### config.mk
export PLATFORM = sky130hd
export DESIGN_NAME = lcpe_entity
export DESIGN_NICKNAME = d
export VERILOG_FILES = /design/src/rtl/lcpe_entity.v
export VERILOG_INCLUDE_DIRS = /design/src /design/src/pkg
export SDC_FILE = /design/constraint.sdc
export NUM_CORES = 1
export LEC_CHECK = 0
export BUFFER_PORTS_ARGS = -buffer_cell sky130_fd_sc_hd__buf_2
export CORE_ASPECT_RATIO = 1.2
export CORE_MARGIN = 2
export CORE_UTILIZATION = 50
export CTS_CLUSTER_SIZE = 20
export DETAILED_ROUTE_END_ITERATION = 10
export PLACE_DENSITY_LB_ADDON = 0.25
export REMOVE_ABC_BUFFERS = 1
export SYNTH_ARGS = -nofsm -noshare
export SYNTH_HDL_FRONTEND = slang
export SYNTH_SLANG_ARGS = --single-unit
### constraint.sdc
create_clock -name clk -period 3.15 [get_ports clk]
set_input_delay 0.4725 -clock clk [delete_from_list [all_inputs] [get_ports clk]]
set_output_delay 0.4725 -clock clk [all_outputs]
set_load 0.005 [all_outputs]
### src/pkg/lcpe_consts.vh
`ifndef LCPE_CONSTS_VH
`define LCPE_CONSTS_VH

// Clock rate and the timing figures that the retransmission timer needs.
`define LCPE_CLK_HZ        25000000
`define LCPE_TICK_US       1000
`define LCPE_TICK_CYC      (`LCPE_CLK_HZ / 1000000 * `LCPE_TICK_US)
`define LCPE_T01_MS        1000
`define LCPE_T01_TICKS     (`LCPE_T01_MS * 1000 / `LCPE_TICK_US)

// Message layout: octet positions and the full message length.
`define LCPE_MSG_LEN       4'h7
`define LCPE_HDR_LEN       4'h4
`define LCPE_POS_PD        3'h0
`define LCPE_POS_ADR_HI    3'h1
`define LCPE_POS_ADR_LO    3'h2
`define LCPE_POS_TYPE      3'h3
`define LCPE_POS_IE_ID     3'h4
`define LCPE_POS_IE_LEN    3'h5
`define LCPE_POS_FUNC      3'h6

// Octet codings.
`define LCPE_PROT_DISC     8'h01
`define LCPE_ADR_HI        8'h00
`define LCPE_TYPE_LC       8'h30
`define LCPE_TYPE_ACK      8'h31
`define LCPE_IE_ID         8'h30
`define LCPE_IE_LEN        8'h01
`define LCPE_EXT_BIT       7

// Function codes; codes above the last one are reserved.
`define LCPE_IDENTITY_REQUEST_CODE        7'h00
`define LCPE_IDENTITY_ACK_CODE            7'h01
`define LCPE_IDENTITY_RELEASE_CODE        7'h02
`define LCPE_IDENTITY_REJECT_CODE         7'h03
`define LCPE_LINK_UNBLOCK_CODE            7'h04
`define LCPE_LINK_BLOCK_CODE              7'h05
`define LCPE_DEFERRED_BLOCK_REQUEST_CODE  7'h06
`define LCPE_IMMEDIATE_BLOCK_REQUEST_CODE 7'h07

// Service states, one-hot.
`define LCPE_S_OOS         3'h1
`define LCPE_S_INS         3'h2
`define LCPE_S_AWT         3'h4

`endif

### src/rtl/lcpe_entity.v
// Overview of operation
// Address: zero octet, then link identifier octet.
// Function element: identifier, length, extended code.
// Function codes zero to seven; others reserved.
// Out of service at start and stop.
// Start moves out of service to in service.
// Out of service: messages, events raise error.
// Stop returns service or awaiting to out.
// In service: acknowledge message, pass function up.
// In service event: send, start timer, await.
// Awaiting: still acknowledge and forward peer messages.
// Acknowledgement while awaiting: stop timer, in service.
// Events while awaiting are stored, not lost.
// First timeout: resend message, restart timer.
// Second timeout: report error, back in service.
// Event store is first-in first-out, one active.
// One entity per link, selected by address.
// Outgoing messages go to the data link.
// Shorter than four octets: discard, protocol error.
// Header checks in fixed order before processing.
// No state change during checks; only clean proceed.
// Wrong discriminator: discard, protocol error.
// Retransmission timeout one second, ten percent tolerance.
// Bad or foreign address: discard, protocol error.
// Timer counts prescaled tick; expiry count kept.
`timescale 1ns/1ps
`include "lcpe_consts.vh"

module lcpe_entity #(
  parameter TICK_CYCLES = `LCPE_TICK_CYC,
  parameter T01_TICKS   = `LCPE_T01_TICKS,
  parameter FIFO_DEPTH  = 4,
  parameter FIFO_AW     = 2
) (
  input  wire       clk,
  input  wire       rst_b,
  input  wire [7:0] link_address,
  input  wire       start_traffic_request,
  input  wire       stop_traffic_request,
  input  wire       function_event,
  input  wire [6:0] function_event_code,
  output wire       function_event_ready,
  input  wire       rx_valid,
  input  wire [7:0] rx_data,
  input  wire       rx_last,
  output wire       rx_ready,
  output wire       tx_valid,
  output reg  [7:0] tx_data_ff,
  output wire       tx_last,
  input  wire       tx_ready,
  output reg        ind_valid_ff,
  output reg  [6:0] ind_code_ff,
  output reg  [7:0] ind_address_ff,
  output reg        management_error_report_ff,
  output reg        protocol_error_ff,
  output reg  [2:0] state_ff
);

  // Builds one octet of an outgoing message from its position.
  function [7:0] lcpe_octet;
    input [2:0] idx;
    input [7:0] adr;
    input [7:0] typ;
    input [6:0] code;
    begin
      case (idx)
        // discriminator, address and type octets
        `LCPE_POS_PD:     lcpe_octet = `LCPE_PROT_DISC;
        `LCPE_POS_ADR_HI: lcpe_octet = `LCPE_ADR_HI;
        `LCPE_POS_ADR_LO: lcpe_octet = adr;
        `LCPE_POS_TYPE:   lcpe_octet = typ;
        // function element
        `LCPE_POS_IE_ID:  lcpe_octet = `LCPE_IE_ID;
        `LCPE_POS_IE_LEN: lcpe_octet = `LCPE_IE_LEN;
        default:          lcpe_octet = {1'b1, code};
      endcase
    end
  endfunction

  // Receive buffer and length, one entry per octet position.
  reg  [7:0] rx_buf_ff [0:6];
  reg  [3:0] rx_cnt_ff;           // Octets gathered so far, saturating.
  reg        chk_ff;              // Complete message waits for checks.
  reg        rx_lc_ff;            // Clean link control message pending.
  reg        rx_ack_ff;           // Clean acknowledgement pending.
  reg  [6:0] rx_code_ff;          // Function of the pending message.
  // Event store.
  reg  [6:0] fifo_mem_ff [0:FIFO_DEPTH-1];
  reg  [FIFO_AW:0] wr_ptr_ff;
  reg  [FIFO_AW:0] rd_ptr_ff;
  // Transmitter.
  reg        tx_busy_ff;          // A message is being handed out.
  reg  [2:0] tx_idx_ff;           // Position of the octet on tx_data_ff.
  reg  [7:0] tx_type_ff;          // Message type being sent.
  reg  [6:0] tx_code_ff;          // Function being sent.
  reg  [6:0] lc_code_ff;          // Function of the outstanding message.
  // Retransmission timer.
  reg  [31:0] pre_ff;             // Prescaler towards the next tick.
  reg  [31:0] tmr_ff;             // Ticks since the timer was started.
  reg        tmr_run_ff;          // Timer running.
  reg        tmo_ff;              // Expiry waiting for the state machine.
  reg        expired_ff;          // One expiry already seen this episode.

  wire       fifo_empty = (wr_ptr_ff == rd_ptr_ff);
  wire       fifo_full  = (wr_ptr_ff[FIFO_AW] != rd_ptr_ff[FIFO_AW]) &&
                          (wr_ptr_ff[FIFO_AW-1:0] == rd_ptr_ff[FIFO_AW-1:0]);
  wire [6:0] fifo_head  = fifo_mem_ff[rd_ptr_ff[FIFO_AW-1:0]];
  wire       push       = function_event && !fifo_full;
  wire       tx_fire    = tx_busy_ff && tx_ready;
  wire       tick       = (pre_ff == TICK_CYCLES - 1);

  // The receive side is held off while a message waits to be used, so
  // a slow transmitter back-pressures the data link instead of dropping.
  assign rx_ready  = !chk_ff && !rx_lc_ff && !rx_ack_ff;
  assign function_event_ready = !fifo_full;
  // handed to link
  assign tx_valid  = tx_busy_ff;
  assign tx_last   = tx_busy_ff && (tx_idx_ff == `LCPE_POS_FUNC);

  // Checks on a complete message, all evaluated together; the first
  // failing one decides, but every failure gives the same report.
  reg        bad_msg;
  always @* begin
    bad_msg = 1'b0;
    // too short
    if (rx_cnt_ff < `LCPE_HDR_LEN)
      bad_msg = 1'b1;
    // discriminator check
    else if (rx_buf_ff[0] != `LCPE_PROT_DISC)
      bad_msg = 1'b1;
    // address check
    else if (rx_buf_ff[1] != `LCPE_ADR_HI || rx_buf_ff[2] != link_address)
      bad_msg = 1'b1;
    // message type next
    else if (rx_buf_ff[3] != `LCPE_TYPE_LC &&
             rx_buf_ff[3] != `LCPE_TYPE_ACK)
      bad_msg = 1'b1;
    // element layout
    else if (rx_cnt_ff != `LCPE_MSG_LEN || rx_buf_ff[4] != `LCPE_IE_ID ||
             rx_buf_ff[5] != `LCPE_IE_LEN ||
             !rx_buf_ff[6][`LCPE_EXT_BIT])
      bad_msg = 1'b1;
    // reserved codes
    else if (rx_buf_ff[6][6:0] > `LCPE_IMMEDIATE_BLOCK_REQUEST_CODE)
      bad_msg = 1'b1;
  end

  // Gathers octets, runs the checks and keeps a clean message pending.
  // The state register is not touched here at all.
  always @(posedge clk) begin
    if (!rst_b) begin
      rx_cnt_ff         <= 4'h0;
      chk_ff            <= 1'b0;
      protocol_error_ff <= 1'b0;
      rx_code_ff        <= 7'h00;
    end else begin
      protocol_error_ff <= 1'b0;
      if (rx_valid && rx_ready) begin
        if (rx_cnt_ff < `LCPE_MSG_LEN)
          rx_buf_ff[rx_cnt_ff[2:0]] <= rx_data;
        // Overlong messages keep counting so the length check fails.
        if (rx_cnt_ff != 4'hf)
          rx_cnt_ff <= rx_cnt_ff + 4'h1;
        chk_ff <= rx_last;
      end
      if (chk_ff) begin
        // checks before state
        chk_ff     <= 1'b0;
        rx_cnt_ff  <= 4'h0;
        rx_code_ff <= rx_buf_ff[6][6:0];
        if (bad_msg)
          protocol_error_ff <= 1'b1;
      end
    end
  end

  // Stores local events in arrival order; the state machine pops them.
  always @(posedge clk) begin
    if (!rst_b) begin
      wr_ptr_ff <= {(FIFO_AW+1){1'b0}};
    end else if (push) begin
      // store while busy
      fifo_mem_ff[wr_ptr_ff[FIFO_AW-1:0]] <= function_event_code;
      wr_ptr_ff <= wr_ptr_ff + 1'b1;
    end
  end

  // Prescaler for the retransmission timer. The timer itself, in the state machine block, freezes at expiry and
  // leaves a flag, so an expiry is never lost while the link is busy.
  always @(posedge clk) begin
    if (!rst_b) begin
      pre_ff <= 32'h0000_0000;
    end else begin
      // prescaled tick
      pre_ff <= tick ? 32'h0000_0000 : pre_ff + 32'h0000_0001;
    end
  end

  // Service state machine, transmitter and timer control. Priority is
  // stop, start, received message, expiry, then the event store.
  always @(posedge clk) begin
    if (!rst_b) begin
      // out at start
      state_ff                   <= `LCPE_S_OOS;
      rx_lc_ff                   <= 1'b0;
      rx_ack_ff                  <= 1'b0;
      rd_ptr_ff                  <= {(FIFO_AW+1){1'b0}};
      tx_busy_ff                 <= 1'b0;
      tx_idx_ff                  <= 3'h0;
      tx_data_ff                 <= 8'h00;
      lc_code_ff                 <= 7'h00;
      tmr_ff                     <= 32'h0000_0000;
      tmr_run_ff                 <= 1'b0;
      tmo_ff                     <= 1'b0;
      expired_ff                 <= 1'b0;
      ind_valid_ff               <= 1'b0;
      ind_code_ff                <= 7'h00;
      ind_address_ff             <= 8'h00;
      management_error_report_ff <= 1'b0;
    end else begin
      ind_valid_ff               <= 1'b0;
      management_error_report_ff <= 1'b0;
      if (chk_ff && !bad_msg) begin
        rx_lc_ff  <= (rx_buf_ff[3] == `LCPE_TYPE_LC);
        rx_ack_ff <= (rx_buf_ff[3] == `LCPE_TYPE_ACK);
      end
      // one second timeout
      if (tmr_run_ff && tick) begin
        if (tmr_ff == T01_TICKS - 1) begin
          tmr_run_ff <= 1'b0;
          tmo_ff     <= 1'b1;
        end else
          tmr_ff <= tmr_ff + 32'h0000_0001;
      end
      // Transmitter advances one octet per accepted handshake.
      if (tx_fire) begin
        tx_idx_ff  <= tx_idx_ff + 3'h1;
        tx_data_ff <= lcpe_octet(tx_idx_ff + 3'h1, link_address,
                                 tx_type_ff, tx_code_ff);
        // The index returns to zero so the next message starts cleanly.
        if (tx_idx_ff == `LCPE_POS_FUNC) begin
          tx_busy_ff <= 1'b0;
          tx_idx_ff  <= 3'h0;
        end
      end
      if (stop_traffic_request) begin
        // stop traffic
        state_ff   <= `LCPE_S_OOS;
        tmr_run_ff <= 1'b0;
        tmo_ff     <= 1'b0;
      end else if (start_traffic_request) begin
        // start traffic
        if (state_ff == `LCPE_S_OOS)
          state_ff <= `LCPE_S_INS;
      end else begin
        case (state_ff)
          `LCPE_S_OOS: begin
            // error, no change
            if (rx_lc_ff || rx_ack_ff) begin
              rx_lc_ff                   <= 1'b0;
              rx_ack_ff                  <= 1'b0;
              management_error_report_ff <= 1'b1;
            end else if (!fifo_empty) begin
              rd_ptr_ff                  <= rd_ptr_ff + 1'b1;
              management_error_report_ff <= 1'b1;
            end
          end
          `LCPE_S_INS: begin
            if (rx_ack_ff) begin
              // An acknowledgement nobody awaits is dropped quietly.
              rx_ack_ff <= 1'b0;
            end else if (rx_lc_ff && !tx_busy_ff) begin
              // acknowledge and forward
              rx_lc_ff       <= 1'b0;
              tx_busy_ff     <= 1'b1;
              tx_type_ff     <= `LCPE_TYPE_ACK;
              tx_code_ff     <= rx_code_ff;
              tx_data_ff     <= `LCPE_PROT_DISC;
              ind_valid_ff   <= 1'b1;
              ind_code_ff    <= rx_code_ff;
              ind_address_ff <= rx_buf_ff[2];
            end else if (!rx_lc_ff && !fifo_empty && !tx_busy_ff) begin
              // send and await
              // next stored event
              rd_ptr_ff  <= rd_ptr_ff + 1'b1;
              tx_busy_ff <= 1'b1;
              tx_type_ff <= `LCPE_TYPE_LC;
              tx_code_ff <= fifo_head;
              tx_data_ff <= `LCPE_PROT_DISC;
              lc_code_ff <= fifo_head;
              tmr_ff     <= 32'h0000_0000;
              tmr_run_ff <= 1'b1;
              tmo_ff     <= 1'b0;
              expired_ff <= 1'b0;
              state_ff   <= `LCPE_S_AWT;
            end
          end
          `LCPE_S_AWT: begin
            if (rx_ack_ff) begin
              // stop timer
              rx_ack_ff  <= 1'b0;
              tmr_run_ff <= 1'b0;
              tmo_ff     <= 1'b0;
              state_ff   <= `LCPE_S_INS;
            end else if (rx_lc_ff && !tx_busy_ff) begin
              // acknowledge while awaiting
              rx_lc_ff       <= 1'b0;
              tx_busy_ff     <= 1'b1;
              tx_type_ff     <= `LCPE_TYPE_ACK;
              tx_code_ff     <= rx_code_ff;
              tx_data_ff     <= `LCPE_PROT_DISC;
              ind_valid_ff   <= 1'b1;
              ind_code_ff    <= rx_code_ff;
              ind_address_ff <= rx_buf_ff[2];
            end else if (tmo_ff && expired_ff) begin
              // second expiry
              tmo_ff                     <= 1'b0;
              management_error_report_ff <= 1'b1;
              state_ff                   <= `LCPE_S_INS;
            end else if (tmo_ff && !tx_busy_ff) begin
              // resend and restart
              tmo_ff     <= 1'b0;
              expired_ff <= 1'b1;
              tx_busy_ff <= 1'b1;
              tx_type_ff <= `LCPE_TYPE_LC;
              tx_code_ff <= lc_code_ff;
              tx_data_ff <= `LCPE_PROT_DISC;
              tmr_ff     <= 32'h0000_0000;
              tmr_run_ff <= 1'b1;
            end
          end
          default: state_ff <= `LCPE_S_OOS;
        endcase
      end
    end
  end

endmodule // lcpe_entity

==> results of run 1 <==
-- sequential cells by signal, summed over array words and instances (netlist names), 3 cells and up, named ones only --
register,count
rx_buf_ff,56
pre_ff,32
tmr_ff,32
fifo_mem_ff,28
ind_address_ff,8
tx_data_ff,8
ind_code_ff,7
lc_code_ff,7
rx_code_ff,7
tx_code_ff,7
rx_cnt_ff,4
rd_ptr_ff,3
state_ff,3
tx_idx_ff,3
wr_ptr_ff,3
-- per-layer routing --
metal	vias up	share of wire, %	GRT usage (%)
met1	3425	42	26.44
met2	181	50	37.30
met3	58	4.5	2.923
met4	0	3.3	7.885
li1	3588	-	-
met5	-	0	0
-- critical path, delay by kind of cell (launching register included) --
family | cells | cell delay [ps]
flops | 1 | 330
buf+inv | 1 | 230
compound gates | 1 | 180
simple gates | 4 | 1960
-- power by group --
part / switching (mW) / total (mW) / internal (mW)
Clock: 1.09 / 2.63 / 1.54
Sequential: 0.0298 / 3.05 / 3.02
Combinational: 0.146 / 0.231 / 0.0849
Total: 1.27 / 5.91 / 4.64
-- final cells by class --
cell class	instances	area (µm²)	share of cell area [%]
Clock buffer	28	604.3	5.549
Clock inverter	13	131.4	1.206
Inverter	18	67.56	0.6203
Multi-Input combinational cell	653	3958	36.34
Sequential cell	221	5345	49.08
Tap cell	256	320.3	2.941
Timing Repair Buffer	83	465.4	4.273
-- kinds of logic (layout without fill, tap and decap cells) --
group / after synthesis / after routing / share of synthesized area (%)
multiplexers: 23 / 23 / 3.356
adder cells (fa/ha/maj): 8 / 8 / 1.049
XOR/XNOR: 46 / 46 / 4.221
AO/OA/AOI/OAI: 155 / 155 / 9.884
flip-flops: 221 / 221 / 56.00
AND/OR/NAND/NOR: 421 / 421 / 22.91
buffers and inverters: 61 / 142 / 2.582
-- final timing paths --
| check | endpoint | slack (ps) | depth (start not counted) | from |
|---|---|---|---|---|
| setup / recovery | tmr_ff[10]$_SDFF_PN0_ | 360 | 6 | pre_ff[28]$_SDFF_PP0_ |
| hold reg to reg | pre_ff[0]$_SDFF_PP0_ | 450 | 1 | pre_ff[0]$_SDFF_PP0_ |
| setup reg to reg | tmr_ff[10]$_SDFF_PN0_ | 360 | 6 | pre_ff[28]$_SDFF_PP0_ |
| hold / removal | fifo_mem_ff[0][6]$_DFFE_PP_ | 180 | 1 | function_event_code[6] |
-- cells in the mapped netlist (13+ instances only) --
master    number  area [µm²]
dfxtp_1      129        2582
o21ai_0       29       145.1
nand3_1       45       225.2
a21oi_1       63       315.3
clkbuf_1      37       138.9
edfxtp_1      92        2763
inv_1         17       63.81
o31ai_1       14       105.1
mux2i_1       14       140.1
or3_1         13       81.33
nor3_1        19       95.09
xnor2_1       22       192.7
xor2_1        24       210.2
a31oi_1       13       81.33
nand4_1       22       137.6
and3_1        17       106.4
nor4_1        24       150.1
nand2_1      104       390.4
nor2_1        93       349.1
or4_1         27       202.7
==> impl_results.md, run 1 <==
- Status: complete, no violations
- Power density cells: ~540 mW/mm²
- Antenna Cells: 0
- Area growth, synth to finish: 14.10%
- Via density: roughly 5.7
- Site Rows: 55
- Clock-pin slew on the worst setup and hold paths: roughly 60 ps
- Async set or reset register ratio after synthesis: 0%
- Most frequent cells in the layout: 129 x dfxtp_1, 104 x nand2_1, 93 x nor2_1, 92 x edfxtp_1
- DR pass1 iterations: 5
- CTS tree: built
- Fin crit period: approximately 2800 ps
- Least-Margin Pin Slew: 1208 ps
- CP Class: reg2reg
- Main flop type after synthesis: dfxtp_1
- Post-route ant nets: 0
- Post-placement setup slack: 396.9 ps
- Max_cap viols: 0
- F_max: roughly 360 MHz
- Cts repair resizes: 0
- Nets@finish: between 1000 and 1500
- First-pass GRT wire length: 34300 µm
- Fin Clk Skew: 7.435 ps
- Worst setup SP type: flop
- Hold Crit Class: in2reg
- Worst path cell trace: or4_4 -> or4_4 -> or3_1 -> buf_4 -> or4_1 -> a21oi_1
- Period Utilization, post-route: about nine tenths
- Core Util, Final: about 58%
- Max_slew headroom: 19.49%
- Core area: between 0.015 and 0.02 mm²
- Register area share after synthesis: a little under three fifths
- GP Congestion: 0.8449
- Total gr overflow: 0
- Slowest-stage cell, CP: or4_4
- Max-slew violations: 0
- Crit path max fanout: 34
- Gr usage total: roughly a fifth
- Fillers: roughly 1600
- Maximum clock insertion buffer count: 3
- WP data required: between 3000 and 4000 ps
- Post-synth EDFFs: 92
- Commonest non-fill, non-tap cell in the layout: dfxtp_1
- Total power: 5.906 mW
- DR vias: approximately 7300
- Initial DRC Count: around 400
- Clock root cell: clkbuf_16
- Post-Layout Inst Area: 0.01089 mm²
- Share of cells above drive strength 1: between 10% and 20%
- Unrepaired setup endpoints after global routing: no
- Hold slack: 185.0 ps
- Pin count of the biggest net entering global routing: roughly 40
- Chip Width: approximately 130 µm
- DRT Wirelength: approximately 21000 µm
- Yosys warns: 0
- Initial Utilization: between 50 and 60%
- Non-Filler Instances: roughly 1300
- Sink Count: ~220
- Die area: about 0.02 mm²
- LEAKAGE: 3.805 nW
- Die height: ~160 µm
- Port Buf Inserts: 63
- Setup violations, final: 0
- Synthesized area per cell: a little over 10 µm²
- Boundary Pins: 64
- Setup TNS: 0 ps
- Maximum level of the CTS H-tree: 1
- Worst vdd ir: between 0.4 and 0.5 mV
- Setup Buffers After CTS: 0
- CP arrival: ~3200 ps
- DRC: 0
- Final Hold Viols: 0
- Synthesis-stage register bit count: roughly 220
- Syn Inst Count: a little over 900
- Later-pin clock latency in the skew report: roughly 500 ps
- Dpl hpwl: about 15000 µm
- Crit-path max cell delay: about 570 ps
- Drt wl/cell: between 15 and 20 µm
- Slack of the critical path: about 360 ps
- Post-CTS Hold Buffers: 0
- Vias in the first global route: 6749
- Worst Setup End Kind: flop
- Inserted Clock Buffers: 23
- Placed Cells: between 1000 and 1500
- Synth Cell Area: between 0.009 and 0.01 mm²
- Post-DP Area: 0.01016 mm²
- CP most frequent cell: or4_4
- Initial antenna violation count: 0
- Yosys cell types: 58
(Power assumes the default switching activity.)
==> run 2, diff against run 1 <==
--- a/config.mk
+++ b/config.mk
@@ -10,6 +10,7 @@
 export CORE_ASPECT_RATIO = 1.2
 export CORE_MARGIN = 2
 export CORE_UTILIZATION = 50
+export CTS_BUF_LIST = sky130_fd_sc_hd__clkbuf_4
 export CTS_CLUSTER_SIZE = 20
 export DETAILED_ROUTE_END_ITERATION = 10
 export PLACE_DENSITY_LB_ADDON = 0.25
==> impl_results.md, run 2 (same netlist as run 1, synthesis figures left out) <==
- Status: complete, no violations
- First-pass GRT wire length: 35120 µm (+2.4%)
- Period Utilization, post-route: 88.49% (about the same)
- Chip Width: 130.1 µm (unchanged)
- Core area: 0.01879 mm² (unchanged)
- CP Class: reg2reg
- Via density: 5.664 (-0.65%)
- Sink Count: 221 (unchanged)
- Die height: 155.4 µm (unchanged)
- Port Buf Inserts: 63 (unchanged)
- DRC: 0 (unchanged)
- WP data required: 3720 ps (+140 ps)
- Clock-pin slew on the worst setup and hold paths: 60 ps (about the same)
- Fin Clk Skew: 35.57 ps (+28.13 ps)
- GP Congestion: 0.8449 (unchanged)
- Boundary Pins: 64 (unchanged)
- Commonest non-fill, non-tap cell in the layout: dfxtp_1
- Share of cells above drive strength 1: 17.65% (+4.2 points)
- Least-Margin Pin Slew: 1226 ps (+18.64 ps)
- CP arrival: 3360 ps (+140 ps)
- Nets@finish: 1078 (+3.8%)
- F_max: 358.7 MHz (about the same)
- Clock root cell: clkbuf_4
- Initial DRC Count: 390 (-1.3%)
- Gr usage total: 21.70% (+0.47 points)
- Most frequent cells in the layout: 129 x dfxtp_1, 104 x nand2_1, 93 x nor2_1, 92 x edfxtp_1, 83 x clkbuf_4
- Drt wl/cell: 16.13 µm (-3.0%)
- Setup TNS: 0 ps (unchanged)
- Die area: 0.02022 mm² (unchanged)
- DR vias: 7584 (+4.6%)
- Worst vdd ir: 0.3688 mV (-22%)
- Max reg flops: 56 (unchanged)
- Total power: 5.627 mW (-4.7%)
- Worst setup SP type: flop
- Unrepaired setup endpoints after global routing: no
- Vias in the first global route: 7083 (+4.9%)
- DRT Wirelength: 21600 µm (+2.1%)
- Site Rows: 55 (unchanged)
- Area growth, synth to finish: 14.51%
- Cts repair resizes: 0 (unchanged)
- Fin crit period: 2788 ps (-0.9830 ps)
- Final Hold Viols: 0 (unchanged)
- Dpl hpwl: 14910 µm (unchanged)
- Pin count of the biggest net entering global routing: 41 (unchanged)
- Power density cells: 514.8 mW/mm² (-5.1%)
- Total gr overflow: 0 (unchanged)
- Max_slew headroom: 18.25% (-1.2 points)
- Max-slew violations: 0 (unchanged)
- Initial antenna violation count: 1 (+1)
- Setup violations, final: 0 (unchanged)
- Post-route ant nets: 0 (unchanged)
- Maximum clock insertion buffer count: 3 (unchanged)
- Hold Crit Class: in2reg
- Setup Buffers After CTS: 0 (unchanged)
- CTS tree: built
- Initial Utilization: 50.81% (unchanged)
- DR pass1 iterations: 6 (+1)
- Crit path max fanout: 34 (unchanged)
- Maximum level of the CTS H-tree: 2 (+1)
- Max_cap viols: 0 (unchanged)
- Non-Filler Instances: 1339 (+5.3%)
- LEAKAGE: 3.906 nW (+2.6%)
- Inserted Clock Buffers: 55 (+140%)
- Later-pin clock latency in the skew report: 680 ps (+180 ps)
- Placed Cells: 1231 (unchanged)
- Worst Setup End Kind: flop
-- run 2: changes by cell type in the layout (fill, tap and decap cells not counted), sizes merged --
| cell | previous run | this run |
|---|---|---|
| dlygate4sd3 | 0 | 7 |
| inv | 18 | 17 |
| clkinvlp | 4 | 1 |
| clkbuf | 28 | 83 |
| bufinv | 2 | 0 |
| diode | 0 | 1 |
| clkinv | 7 | 17 |
-- run 2: per-layer routing --
metal	global-route usage, %	wire length, µm	up-vias
met2	38.07	11020	251
li1	-	-	3707
met5	0	0	-
met3	4.402	1254	45
met1	26.40	8874	3581
met4	7.527	456	0
-- run 2: area by class of cell --
cell class | instances | area (µm²)
Antenna cell | 1 | 2.502
Clock buffer | 83 | 623.1
Clock inverter | 17 | 78.83
Fill cell | 1631 | 7856
Inverter | 18 | 67.56
Multi-Input combinational cell | 653 | 3958
Sequential cell | 221 | 5345
Tap cell | 256 | 320.3
Timing Repair Buffer | 90 | 535.5
-- run 2: critical path, cell delays in order (launching register included) --
cell and delay (ps):
dfxtp_1 320, or4_4 540, or4_4 570, or3_1 360
buf_4 230, or4_1 490, a21oi_1 170
-- run 2: final timing paths --
path | from | endpoint | slack, ps | cells past startpoint
setup reg to reg | pre_ff[29]$_SDFF_PP0_ | tmr_ff[8]$_SDFF_PN0_ | 360 | 6
hold reg to reg | pre_ff[0]$_SDFF_PP0_ | pre_ff[0]$_SDFF_PP0_ | 450 | 1
setup / recovery | pre_ff[29]$_SDFF_PP0_ | tmr_ff[8]$_SDFF_PN0_ | 360 | 6
hold / removal | rx_last | chk_ff$_SDFF_PP0_ | 70 | 2
-- run 2: power breakdown --
| group | switching (mW) | internal (mW) |
|---|---|---|
| Clock | 1.13 | 1.21 |
| Sequential | 0.0297 | 3.02 |
| Combinational | 0.148 | 0.0906 |
| Total | 1.31 | 4.32 |
-- run 2: through the flow --
stage          instance area [µm²]  worst slack [ps]  hold slack, ps  util (%)
2_1_floorplan                 9366             365.7           417.5         -
3_3_place_gp                 10160             417.8           433.6     54.06
3_5_place_dp                 10160             396.9           442.8     54.06
4_1_cts                      10930             359.6           20.74     58.17
5_1_grt                      10930             217.4           13.72     58.18
6_report                     10930             362.5           65.31     58.18
-- run 2: timing repair --
item                                    in CTS  in global routing
endpoints found under the hold margin       26                  0
hold buffers                                 7                  0
endpoints found under the setup margin       0                  0
